### src/design/pswd_pkg.sv
// Shared constants and types for the power-state and watchdog block
package pswd_pkg;

	typedef enum logic [1:0] {
		ST_SLEEP,
		ST_NORMAL,
		ST_PREP_SHUTDOWN
	} power_state_t;

	localparam int CLK_PERIOD_NS = 10;

	// Key qualification: key must stay at one level this long before it counts
	localparam int KEY_QUAL_NS = 20000;
	localparam int KEY_QUAL_CYC = (KEY_QUAL_NS + CLK_PERIOD_NS - 1) / CLK_PERIOD_NS;

	// Host reset low time after the host supply is good, or after a timeout
	localparam int RST_HOLD_NS = 5000000;
	localparam int RST_HOLD_CYC = (RST_HOLD_NS + CLK_PERIOD_NS - 1) / CLK_PERIOD_NS;

	// Watchdog timebase tick, the 1 ms unit
	localparam int TICK_NS = 1000000;
	localparam int TICK_CYC = TICK_NS / CLK_PERIOD_NS;

	localparam int TICKS_W = 14;

	// Watchdog configuration byte
	localparam int WD_ENABLE_BIT = 7;
	localparam int WD_UNIT_1S_BIT = 6;
	localparam int WD_UNIT_100MS_BIT = 5;
	localparam int WD_UNIT_10MS_BIT = 4;
	localparam logic [7:0] WD_CFG_RST = 8'hca;
	localparam logic [3:0] WD_COUNT_MIN = 4'h1;
	localparam logic [3:0] WD_COUNT_MAX = 4'ha;

	// Watchdog service byte
	localparam int WD_REFRESH_BIT = 7;
	localparam logic [6:0] WD_SVC_RST = 7'h00;

	// Control register 1
	localparam int CTRL1_POWER_HOLD_BIT = 0;
	localparam int CTRL1_OPEN_LOAD_EN_BIT = 1;
	localparam int CTRL1_SENSOR_OFF_BIT = 2;
	localparam int CTRL1_SELF_TEST_BIT = 6;
	localparam int CTRL1_INT_RESET_BIT = 7;
	localparam logic [7:0] CTRL1_RST = 8'h02;

	// Status register
	localparam logic [7:0] STAT_IMPL_MASK = 8'h3f;
	localparam logic [7:0] STAT_RST = 8'h00;

endpackage : pswd_pkg

### src/design/power_state_and_watchdog.sv
// Power sequencing, power-on reset, self-test status gating and watchdog
// Overview of operation
// - Rising key with battery: reset, enter normal
// - Key input qualified by a stability timer
// - Key high enables pre-regulator and host supplies; sensor supply unless sensor-off bit set
// - Key low, hold clear: sleep; hold set: prepare
// - Key high in sleep wakes with reset
// - After reset outputs off, registers at defaults
// - Self-test bit six isolates status, allows writes
// - Without self-test host only clears status bits
// - Leaving self-test restores status defaults, reconnects faults
// - Watchdog reset clears the self-test bit
// - Refresh reloads interval and restarts count
// - Expiry without refresh pulses host reset low
// - Any reset: watchdog enabled, ten seconds
// - Count field clamps to range one to ten
// - Unit bits one second, 100ms, 10ms; largest wins
// - Configuration bit seven enables the watchdog
// - Service bit seven write reloads the timer
// - Nonzero service value loads once, else configuration
// - Service register cleared on each timer load
// - Host reset held after supply good, reasserted on faults
// - Internal reset bit restores defaults, reset pin untouched
// - Drivers disabled while host reset low
module power_state_and_watchdog #(
	parameter int KEY_QUAL_CYC = pswd_pkg::KEY_QUAL_CYC,
	parameter int RST_HOLD_CYC = pswd_pkg::RST_HOLD_CYC,
	parameter int TICK_CYC = pswd_pkg::TICK_CYC
) (
	input wire logic i_core_clk,
	input wire logic i_srst,
	input wire logic i_battery_supply_pin,
	input wire logic i_ignition_key_input,
	input wire logic i_host_supply_ok,
	input wire logic i_host_supply_uv,
	input wire logic i_battery_ov,
	input wire logic i_host_reset_out_in,
	input wire logic i_cfg_wr,
	input wire logic [7:0] i_cfg_wdata,
	input wire logic i_svc_wr,
	input wire logic [7:0] i_svc_wdata,
	input wire logic i_ctrl1_wr,
	input wire logic [7:0] i_ctrl1_wdata,
	input wire logic i_stat_wr,
	input wire logic [7:0] i_stat_wdata,
	input wire logic [7:0] i_fault_set,
	output logic [7:0] o_cfg_rdata,
	output logic [7:0] o_svc_rdata,
	output logic [7:0] o_ctrl1_rdata,
	output logic [7:0] o_stat_rdata,
	output logic [1:0] o_power_state,
	output logic o_pre_reg_en,
	output logic o_host_supply_en,
	output logic o_sensor_supply_en,
	output logic o_battery_switch_output,
	output logic o_drivers_en,
	output logic o_open_load_en,
	output logic o_regs_reset,
	output logic o_host_reset_out_o,
	output logic o_host_reset_out_oe_n
);

	localparam int KQ_W = $clog2(KEY_QUAL_CYC + 1);
	localparam int RH_W = $clog2(RST_HOLD_CYC + 1);

	pswd_pkg::power_state_t state_q;
	pswd_pkg::power_state_t state_d;

	logic [KQ_W-1:0] key_cnt_q;
	logic key_qual_q;
	logic por_q;
	logic int_reset;
	logic wd_expire;
	logic reg_rst;
	logic load_pend_q;
	logic refresh;
	logic wd_load;
	logic [6:0] wd_load_val;
	logic [pswd_pkg::TICKS_W-1:0] wd_ticks;
	logic wd_run;
	logic [7:0] cfg_q;
	logic [6:0] svc_q;
	logic [7:0] ctrl1_q;
	logic [7:0] stat_q;
	logic self_test;
	logic rst_asserted_q;
	logic [RH_W-1:0] hold_cnt_q;
	logic rst_cause;

	// Interval in 1 ms ticks from a seven-bit count and unit value
	function automatic logic [pswd_pkg::TICKS_W-1:0] interval_ticks(input logic [6:0] v);
		logic [3:0] cnt;
		logic [pswd_pkg::TICKS_W-1:0] unit;
		logic [pswd_pkg::TICKS_W+3:0] prod;
		cnt = v[3:0];
		if (cnt == 4'h0) begin
			cnt = pswd_pkg::WD_COUNT_MIN;
		end else if (cnt > pswd_pkg::WD_COUNT_MAX) begin
			cnt = pswd_pkg::WD_COUNT_MAX;
		end
		if (v[pswd_pkg::WD_UNIT_1S_BIT]) begin
			unit = 14'h03e8;
		end else if (v[pswd_pkg::WD_UNIT_100MS_BIT]) begin
			unit = 14'h0064;
		end else if (v[pswd_pkg::WD_UNIT_10MS_BIT]) begin
			unit = 14'h000a;
		end else begin
			unit = 14'h0001;
		end
		prod = unit * cnt;
		return prod[pswd_pkg::TICKS_W-1:0];
	endfunction : interval_ticks

	// Key qualification: level must persist before it is believed
	always_ff @(posedge i_core_clk) begin
		if (i_srst) begin
			key_cnt_q <= '0;
			key_qual_q <= 1'b0;
		end else if (i_ignition_key_input == key_qual_q) begin
			key_cnt_q <= '0;
		end else if (key_cnt_q == KQ_W'(KEY_QUAL_CYC - 1)) begin
			key_cnt_q <= '0;
			key_qual_q <= i_ignition_key_input;
		end else begin
			key_cnt_q <= key_cnt_q + KQ_W'(1);
		end
	end

	always_comb begin
		state_d = state_q;
		case (state_q)
			pswd_pkg::ST_SLEEP: begin
				if (key_qual_q && i_battery_supply_pin) begin
					state_d = pswd_pkg::ST_NORMAL;
				end
			end
			pswd_pkg::ST_NORMAL: begin
				if (!key_qual_q) begin
					if (ctrl1_q[pswd_pkg::CTRL1_POWER_HOLD_BIT]) begin
						state_d = pswd_pkg::ST_PREP_SHUTDOWN;
					end else begin
						state_d = pswd_pkg::ST_SLEEP;
					end
				end
			end
			pswd_pkg::ST_PREP_SHUTDOWN: begin
				if (key_qual_q) begin
					state_d = pswd_pkg::ST_NORMAL;
				end else if (!ctrl1_q[pswd_pkg::CTRL1_POWER_HOLD_BIT]) begin
					state_d = pswd_pkg::ST_SLEEP;
				end
			end
			default: begin
				state_d = pswd_pkg::ST_SLEEP;
			end
		endcase
	end

	always_ff @(posedge i_core_clk) begin
		if (i_srst) begin
			state_q <= pswd_pkg::ST_SLEEP;
		end else begin
			state_q <= state_d;
		end
	end

	// Power-on reset pulse on each wake from sleep
	always_ff @(posedge i_core_clk) begin
		if (i_srst) begin
			por_q <= 1'b0;
		end else begin
			por_q <= (state_q == pswd_pkg::ST_SLEEP) && (state_d == pswd_pkg::ST_NORMAL);
		end
	end

	assign int_reset = i_ctrl1_wr && i_ctrl1_wdata[pswd_pkg::CTRL1_INT_RESET_BIT];
	assign reg_rst = por_q || int_reset || wd_expire;
	assign self_test = ctrl1_q[pswd_pkg::CTRL1_SELF_TEST_BIT];

	always_ff @(posedge i_core_clk) begin
		if (i_srst || reg_rst) begin
			ctrl1_q <= pswd_pkg::CTRL1_RST;
		end else if (i_ctrl1_wr) begin
			ctrl1_q <= i_ctrl1_wdata;
		end
	end

	always_ff @(posedge i_core_clk) begin
		if (i_srst || reg_rst || rst_asserted_q) begin
			cfg_q <= pswd_pkg::WD_CFG_RST;
		end else if (i_cfg_wr) begin
			cfg_q <= i_cfg_wdata;
		end
	end

	// Status bits: fault-set and host-clear, or fully host-owned in self-test
	always_ff @(posedge i_core_clk) begin
		if (i_srst || reg_rst) begin
			stat_q <= pswd_pkg::STAT_RST;
		end else if (i_ctrl1_wr && self_test && !i_ctrl1_wdata[pswd_pkg::CTRL1_SELF_TEST_BIT]) begin
			stat_q <= pswd_pkg::STAT_RST;
		end else if (self_test) begin
			if (i_stat_wr) begin
				stat_q <= i_stat_wdata & pswd_pkg::STAT_IMPL_MASK;
			end
		end else if (i_stat_wr) begin
			stat_q <= ((stat_q & i_stat_wdata) | i_fault_set) & pswd_pkg::STAT_IMPL_MASK;
		end else begin
			stat_q <= (stat_q | i_fault_set) & pswd_pkg::STAT_IMPL_MASK;
		end
	end

	// Watchdog service and reload
	assign refresh = i_svc_wr && i_svc_wdata[pswd_pkg::WD_REFRESH_BIT];
	assign wd_load = refresh || load_pend_q;

	always_comb begin
		if (refresh && i_svc_wdata[6:0] != 7'h00) begin
			wd_load_val = i_svc_wdata[6:0];
		end else if (!load_pend_q && svc_q != 7'h00) begin
			wd_load_val = svc_q;
		end else begin
			wd_load_val = cfg_q[6:0];
		end
	end

	assign wd_ticks = interval_ticks(wd_load_val);

	always_ff @(posedge i_core_clk) begin
		if (i_srst || reg_rst) begin
			svc_q <= pswd_pkg::WD_SVC_RST;
		end else if (wd_load) begin
			svc_q <= pswd_pkg::WD_SVC_RST;
		end else if (i_svc_wr) begin
			svc_q <= i_svc_wdata[6:0];
		end
	end

	// After any register reset the timer reloads from the default interval
	always_ff @(posedge i_core_clk) begin
		if (i_srst) begin
			load_pend_q <= 1'b1;
		end else begin
			load_pend_q <= reg_rst || rst_asserted_q;
		end
	end

	assign wd_run = cfg_q[pswd_pkg::WD_ENABLE_BIT] && !rst_asserted_q
		&& (state_q != pswd_pkg::ST_SLEEP);

	wd_interval_timer #(
		.TICK_CYC(TICK_CYC)
	) u_wd_timer (
		.i_core_clk(i_core_clk),
		.i_srst(i_srst),
		.i_load(wd_load),
		.i_ticks(wd_ticks),
		.i_run(wd_run),
		.o_expire(wd_expire)
	);

	// Host reset: held low until supply good plus hold time, re-armed by faults
	assign rst_cause = (state_q == pswd_pkg::ST_SLEEP) || !i_host_supply_ok
		|| i_host_supply_uv || i_battery_ov || wd_expire;

	always_ff @(posedge i_core_clk) begin
		if (i_srst) begin
			rst_asserted_q <= 1'b1;
			hold_cnt_q <= RH_W'(RST_HOLD_CYC);
		end else if (rst_cause) begin
			rst_asserted_q <= 1'b1;
			hold_cnt_q <= RH_W'(RST_HOLD_CYC);
		end else if (hold_cnt_q != '0) begin
			hold_cnt_q <= hold_cnt_q - RH_W'(1);
		end else begin
			rst_asserted_q <= 1'b0;
		end
	end

	// Registered outputs
	always_ff @(posedge i_core_clk) begin
		if (i_srst) begin
			o_pre_reg_en <= 1'b0;
			o_host_supply_en <= 1'b0;
			o_sensor_supply_en <= 1'b0;
			o_battery_switch_output <= 1'b0;
			o_power_state <= 2'(pswd_pkg::ST_SLEEP);
		end else begin
			o_pre_reg_en <= state_q != pswd_pkg::ST_SLEEP;
			o_host_supply_en <= state_q != pswd_pkg::ST_SLEEP;
			o_sensor_supply_en <= (state_q != pswd_pkg::ST_SLEEP)
				&& !ctrl1_q[pswd_pkg::CTRL1_SENSOR_OFF_BIT];
			o_battery_switch_output <= state_q == pswd_pkg::ST_NORMAL;
			o_power_state <= 2'(state_q);
		end
	end

	always_ff @(posedge i_core_clk) begin
		if (i_srst) begin
			o_drivers_en <= 1'b0;
			o_open_load_en <= 1'b0;
			o_regs_reset <= 1'b0;
		end else begin
			o_drivers_en <= (state_q != pswd_pkg::ST_SLEEP) && !rst_asserted_q
				&& i_host_reset_out_in && !reg_rst;
			o_open_load_en <= (state_q != pswd_pkg::ST_SLEEP)
				&& ctrl1_q[pswd_pkg::CTRL1_OPEN_LOAD_EN_BIT];
			o_regs_reset <= reg_rst;
		end
	end

	always_ff @(posedge i_core_clk) begin
		if (i_srst) begin
			o_host_reset_out_o <= 1'b0;
			o_host_reset_out_oe_n <= 1'b0;
		end else begin
			o_host_reset_out_o <= 1'b0;
			o_host_reset_out_oe_n <= !(rst_cause || rst_asserted_q);
		end
	end

	always_ff @(posedge i_core_clk) begin
		if (i_srst) begin
			o_cfg_rdata <= pswd_pkg::WD_CFG_RST;
			o_svc_rdata <= 8'h00;
			o_ctrl1_rdata <= pswd_pkg::CTRL1_RST;
			o_stat_rdata <= pswd_pkg::STAT_RST;
		end else begin
			o_cfg_rdata <= cfg_q;
			o_svc_rdata <= {1'b0, svc_q};
			o_ctrl1_rdata <= ctrl1_q;
			o_stat_rdata <= stat_q;
		end
	end
endmodule : power_state_and_watchdog

### src/design/wd_interval_timer.sv
// Watchdog countdown in timebase ticks with a load input and expiry pulse
module wd_interval_timer #(
	parameter int TICK_CYC = pswd_pkg::TICK_CYC
) (
	input wire logic i_core_clk,
	input wire logic i_srst,
	input wire logic i_load,
	input wire logic [pswd_pkg::TICKS_W-1:0] i_ticks,
	input wire logic i_run,
	output logic o_expire
);

	localparam int PRE_W = $clog2(TICK_CYC + 1);

	logic [PRE_W-1:0] pre_q;
	logic [pswd_pkg::TICKS_W-1:0] remain_q;
	logic tick;

	assign tick = i_run && (pre_q == PRE_W'(TICK_CYC - 1));

	// Prescaler restarts on each load so a whole first tick is counted
	always_ff @(posedge i_core_clk) begin
		if (i_srst || i_load || !i_run || tick) begin
			pre_q <= '0;
		end else begin
			pre_q <= pre_q + PRE_W'(1);
		end
	end

	always_ff @(posedge i_core_clk) begin
		if (i_srst) begin
			remain_q <= '0;
			o_expire <= 1'b0;
		end else begin
			o_expire <= 1'b0;
			if (i_load) begin
				remain_q <= i_ticks;
			end else if (tick && remain_q != '0) begin
				remain_q <= remain_q - pswd_pkg::TICKS_W'(1);
				if (remain_q == pswd_pkg::TICKS_W'(1)) begin
					o_expire <= 1'b1;
				end
			end
		end
	end

endmodule : wd_interval_timer

### config.mk
export PLATFORM = sky130hd
export DESIGN_NAME = power_state_and_watchdog
export DESIGN_NICKNAME = d
export VERILOG_FILES = /design/src/design/pswd_pkg.sv /design/src/design/power_state_and_watchdog.sv /design/src/design/wd_interval_timer.sv
export SDC_FILE = /design/constraint.sdc
export NUM_CORES = 1
export LEC_CHECK = 0
export BUFFER_PORTS_ARGS = -buffer_cell sky130_fd_sc_hd__clkbuf_2
export CAP_MARGIN = 20
export CORE_ASPECT_RATIO = 1.2
export CORE_MARGIN = 5
export CORE_UTILIZATION = 30
export CTS_CLUSTER_DIAMETER = 50
export CTS_CLUSTER_SIZE = 16
export DETAILED_ROUTE_END_ITERATION = 8
export GPL_TIMING_DRIVEN = 0
export PLACE_DENSITY = 0.48
export SLEW_MARGIN = 30
export SYNTH_ARGS = -nofsm -noshare
export SYNTH_HDL_FRONTEND = slang
export SYNTH_HIERARCHICAL = 1
export SYNTH_SLANG_ARGS = --single-unit
### constraint.sdc
create_clock -name i_core_clk -period 9.8 [get_ports i_core_clk]
set_clock_uncertainty 0.15 [all_clocks]
set_input_delay 0.49 -clock i_core_clk [delete_from_list [all_inputs] [get_ports i_core_clk]]
set_output_delay 0.49 -clock i_core_clk [all_outputs]
set_load 0.1 [all_outputs]
==> key figures <==
Status
  • Status: finished clean

Timing
  • RSZ-0062 raised after global routing: no
  • Period utilisation layout: 57.8%
  • Slew headroom: 36.9%
  • Endpoints failing hold: 0
  • Setup TNS: 0 ps
  • Final min period: 5660 ps
  • Final worst slack: 4140 ps
  • Worst Max-Slew Pin Slew: 938 ps
  • Final Max Tran Viols: 0
  • Final setup violation count: 0
  • Fmax: 177 MHz

Clock tree
  • Post-CTS setup buffers: 0
  • Worst-skew pair later-pin latency: 410 ps
  • H-tree Lvls: 4
  • Num Clock Sinks: 135
  • Clock root cell: clkbuf_16
  • TritonCTS Buffers: 17
  • Clk slew on worst S/H paths: 60 ps
  • CTS tree: built
  • CTS resizes: 0
  • Clk buf depth: 2
  • Hold_buf cts: 0

Placed design
  • Post-placement cell area: 7780 µm²
  • Setup WS pre-CTS: 3950 ps
  • Number of I/O port buffers: 83
  • Dpl cells: 1194
  • Placed wire-length estimate: 12.4 mm
  • GPL Wtd Cong: 0.782

Synth
  • Warnings, synthesis: 6
  • Area leader, netlist: dfxtp_1
  • Post-Syn Area: 6950 µm²
  • Cells after Synth: 793
  • Commonest register cell after synthesis: dfxtp_1
  • Synth cell count leaders: dfxtp_1 (135), nor2_1 (118), inv_1 (49)
  • Top cells by area, synth: dfxtp_1 (39%), nor2_1 (6.4%), ha_1 (4.7%)
  • Seq/Total Area, Yosys: 38.9%
  • Yosys cell types: 74
  • Syn avg cell area: 8.77 µm²
  • Count leader, synth: dfxtp_1
  • EDFF count, synth: 0
  • Synth async-reset ratio: 0%
  • Top-area cell type share of the netlist area: 38.9%
  • FF+latch count, synth: 135

Route
  • DRT iter0 DRCs: 266
  • Detailed Route WL: 16.3 mm
  • ANT nets after route: 0
  • Residual DRC: 0
  • Vias/cell: 4.68
  • Drt pass-1 iters: 4
  • DR vias: 5736
  • DR WL/cell: 13.3 µm

Power and ir drop
  • PwrDens: 174 nW/µm²
  • Comb pwr share: 12.7%
  • Power Internal: 1.09 mW
  • Clk network pwr share: 48.1%
  • Peak supply drop: 0.000104 V
  • Register share of total power: 39.2%
  • Sw Pwr: 0.380 mW
  • Sw Ratio: 25.9%
  • Lkg Pwr: 3.48 nW

Setup path
  • CP startpoint kind: flip-flop
  • Setup Crit Path Kind: reg2reg
  • Critical path required time: 9970 ps
  • CP Capture Type: flip-flop
  • Worst path arrival time: 5830 ps
  • CP max FO: 6
  • Reg2reg path depth: 17

Worst hold path
  • Worst Hold Class: in2reg
  • Hold path depth: 3

Global route
  • Total track usage: 12.7%
  • First-pass GRT wire length: 27.6 mm
  • Vias in the first global route: 5694
  • Largest net degree at the start of global routing: 17
  • Antenna violations before repair: 0
  • Total gr overflow: 0

Floorplanning
  • Die footprint: 26300 µm²
  • # IOs: 95
  • Placement Rows: 61
  • Die Span X: 149 µm
  • DIE HEIGHT: 177 µm
  • Core area: 23000 µm²
  • Initial Utilization: 30.2%

Finish
  • Layout area overhead: 21.3%
  • Final net count: 989
  • # fillers: 2399
  • Fin area: 8440 µm²
  • Post-Layout Cell Count: 1226
  • # diodes: 0
  • Layout cells sized above 1: 17.2%

Job
  • Max_cap viols: 0
[layout by cell type (no fill, tap or decap), drive strengths merged, types with 6 or more instances in the layout]
cell / synthesis / layout
clkbuf: 21 / 124
or3: 12 / 12
fa: 13 / 13
a311oi: 6 / 6
inv: 49 / 53
a21oi: 23 / 23
nor4: 12 / 12
nand4: 7 / 7
nor2: 118 / 118
a31oi: 12 / 12
nor3: 19 / 19
mux2i: 27 / 27
o21ai: 28 / 28
buf: 13 / 13
xnor2: 23 / 23
nand2: 42 / 42
a211oi: 8 / 8
dfxtp: 135 / 135
o31ai: 9 / 9
xor2: 23 / 23
or4: 6 / 6
nor4b: 11 / 11
nor2b: 36 / 36
nand3: 20 / 20
ha: 26 / 26
and3: 11 / 11
or2: 18 / 18
[layout make-up]
class | count | area (µm²) | share of cell area, %
sequential | 135 | 2700 | 32.0
buffer | 34 | 165 | 1.96
inverter | 50 | 188 | 2.22
clock inverter | 12 | 188 | 2.22
clock buffer | 20 | 467 | 5.53
timing repair buffer | 83 | 415 | 4.92
multi-input combinational | 577 | 3920 | 46.4
tap | 315 | 394 | 4.67
[kinds of logic (layout without fill, tap and decap cells)]
family,after synthesis,after routing,share of synthesized area (%)
simple gates,333,333,24.9
fa+ha+maj,39,39,8.42
compound gates,125,125,12.5
xor+xnor,46,46,5.79
flops,135,135,38.9
mux,30,30,4.37
other cells,1,4,0.0539
buf+inv,84,199,5.07
[registers in the layout, summed over array words and instances, names as in the netlist, 2 cells and up]
name,flops
stat_q,6
o_power_state,2
key_cnt_q,11
o_svc_rdata,7
state_q,2
o_ctrl1_rdata,8
u_wd_timer/remain_q,14
svc_q,7
ctrl1_q,8
cfg_q,8
o_stat_rdata,6
o_cfg_rdata,8
u_wd_timer/pre_q,17
hold_cnt_q,19
[per-stage QoR]
| stage | utilization (%) | total power, mW | hold WS [ps] |
|---|---|---|---|
| global route | 36.6 | 1.53 | 168 |
| floorplan | - | 0.728 | 253 |
| global placement | 33.7 | 0.775 | 272 |
| finish | 36.6 | 1.47 | 149 |
| detailed placement | 33.8 | 0.775 | 279 |
| CTS | 36.6 | 1.48 | 130 |
[critical path, cell delays in order (launching register included)]
cell	delay, ps
dfxtp_1	350
or4_1	520
clkbuf_1	180
o31ai_1	470
nor4bb_1	360
o21ai_1	180
or2_1	260
fa_1	500
inv_1	60
fa_1	530
ha_1	340
a211oi_1	300
nor2_1	120
o41ai_1	500
a21oi_1	220
o211ai_1	260
nor2_1	70
a311oi_1	180
[layer usage]
layer / part of all wire [%] / GRT usage [%] / up-vias
met5: 0 / 0 / -
met4: 1.2 / 3.93 / 0
met3: 4.4 / 2.84 / 13
met2: 46 / 20.9 / 116
met1: 48 / 16.6 / 2648
li1: - / - / 2959
[worst paths after layout]
path                   from                      end  slack, ps
max reg2reg        svc_q[3]  u_wd_timer/remain_q[13]       4140
max                svc_q[3]  u_wd_timer/remain_q[13]       4140
min          i_cfg_wdata[6]                 cfg_q[6]        150
min reg2reg           por_q               ctrl1_q[7]        280
[power groups by stage]
stage | Combinational, mW | Clock, mW | Sequential, mW
CTS | 0.190 | 0.720 | 0.575
finish | 0.186 | 0.705 | 0.575
global placement | 0.189 | 0 | 0.587
floorplan | 0.128 | 0 | 0.600
detailed placement | 0.189 | 0 | 0.587
global route | 0.211 | 0.747 | 0.577
No activity file was read; power rests on OpenSTA's default activity.
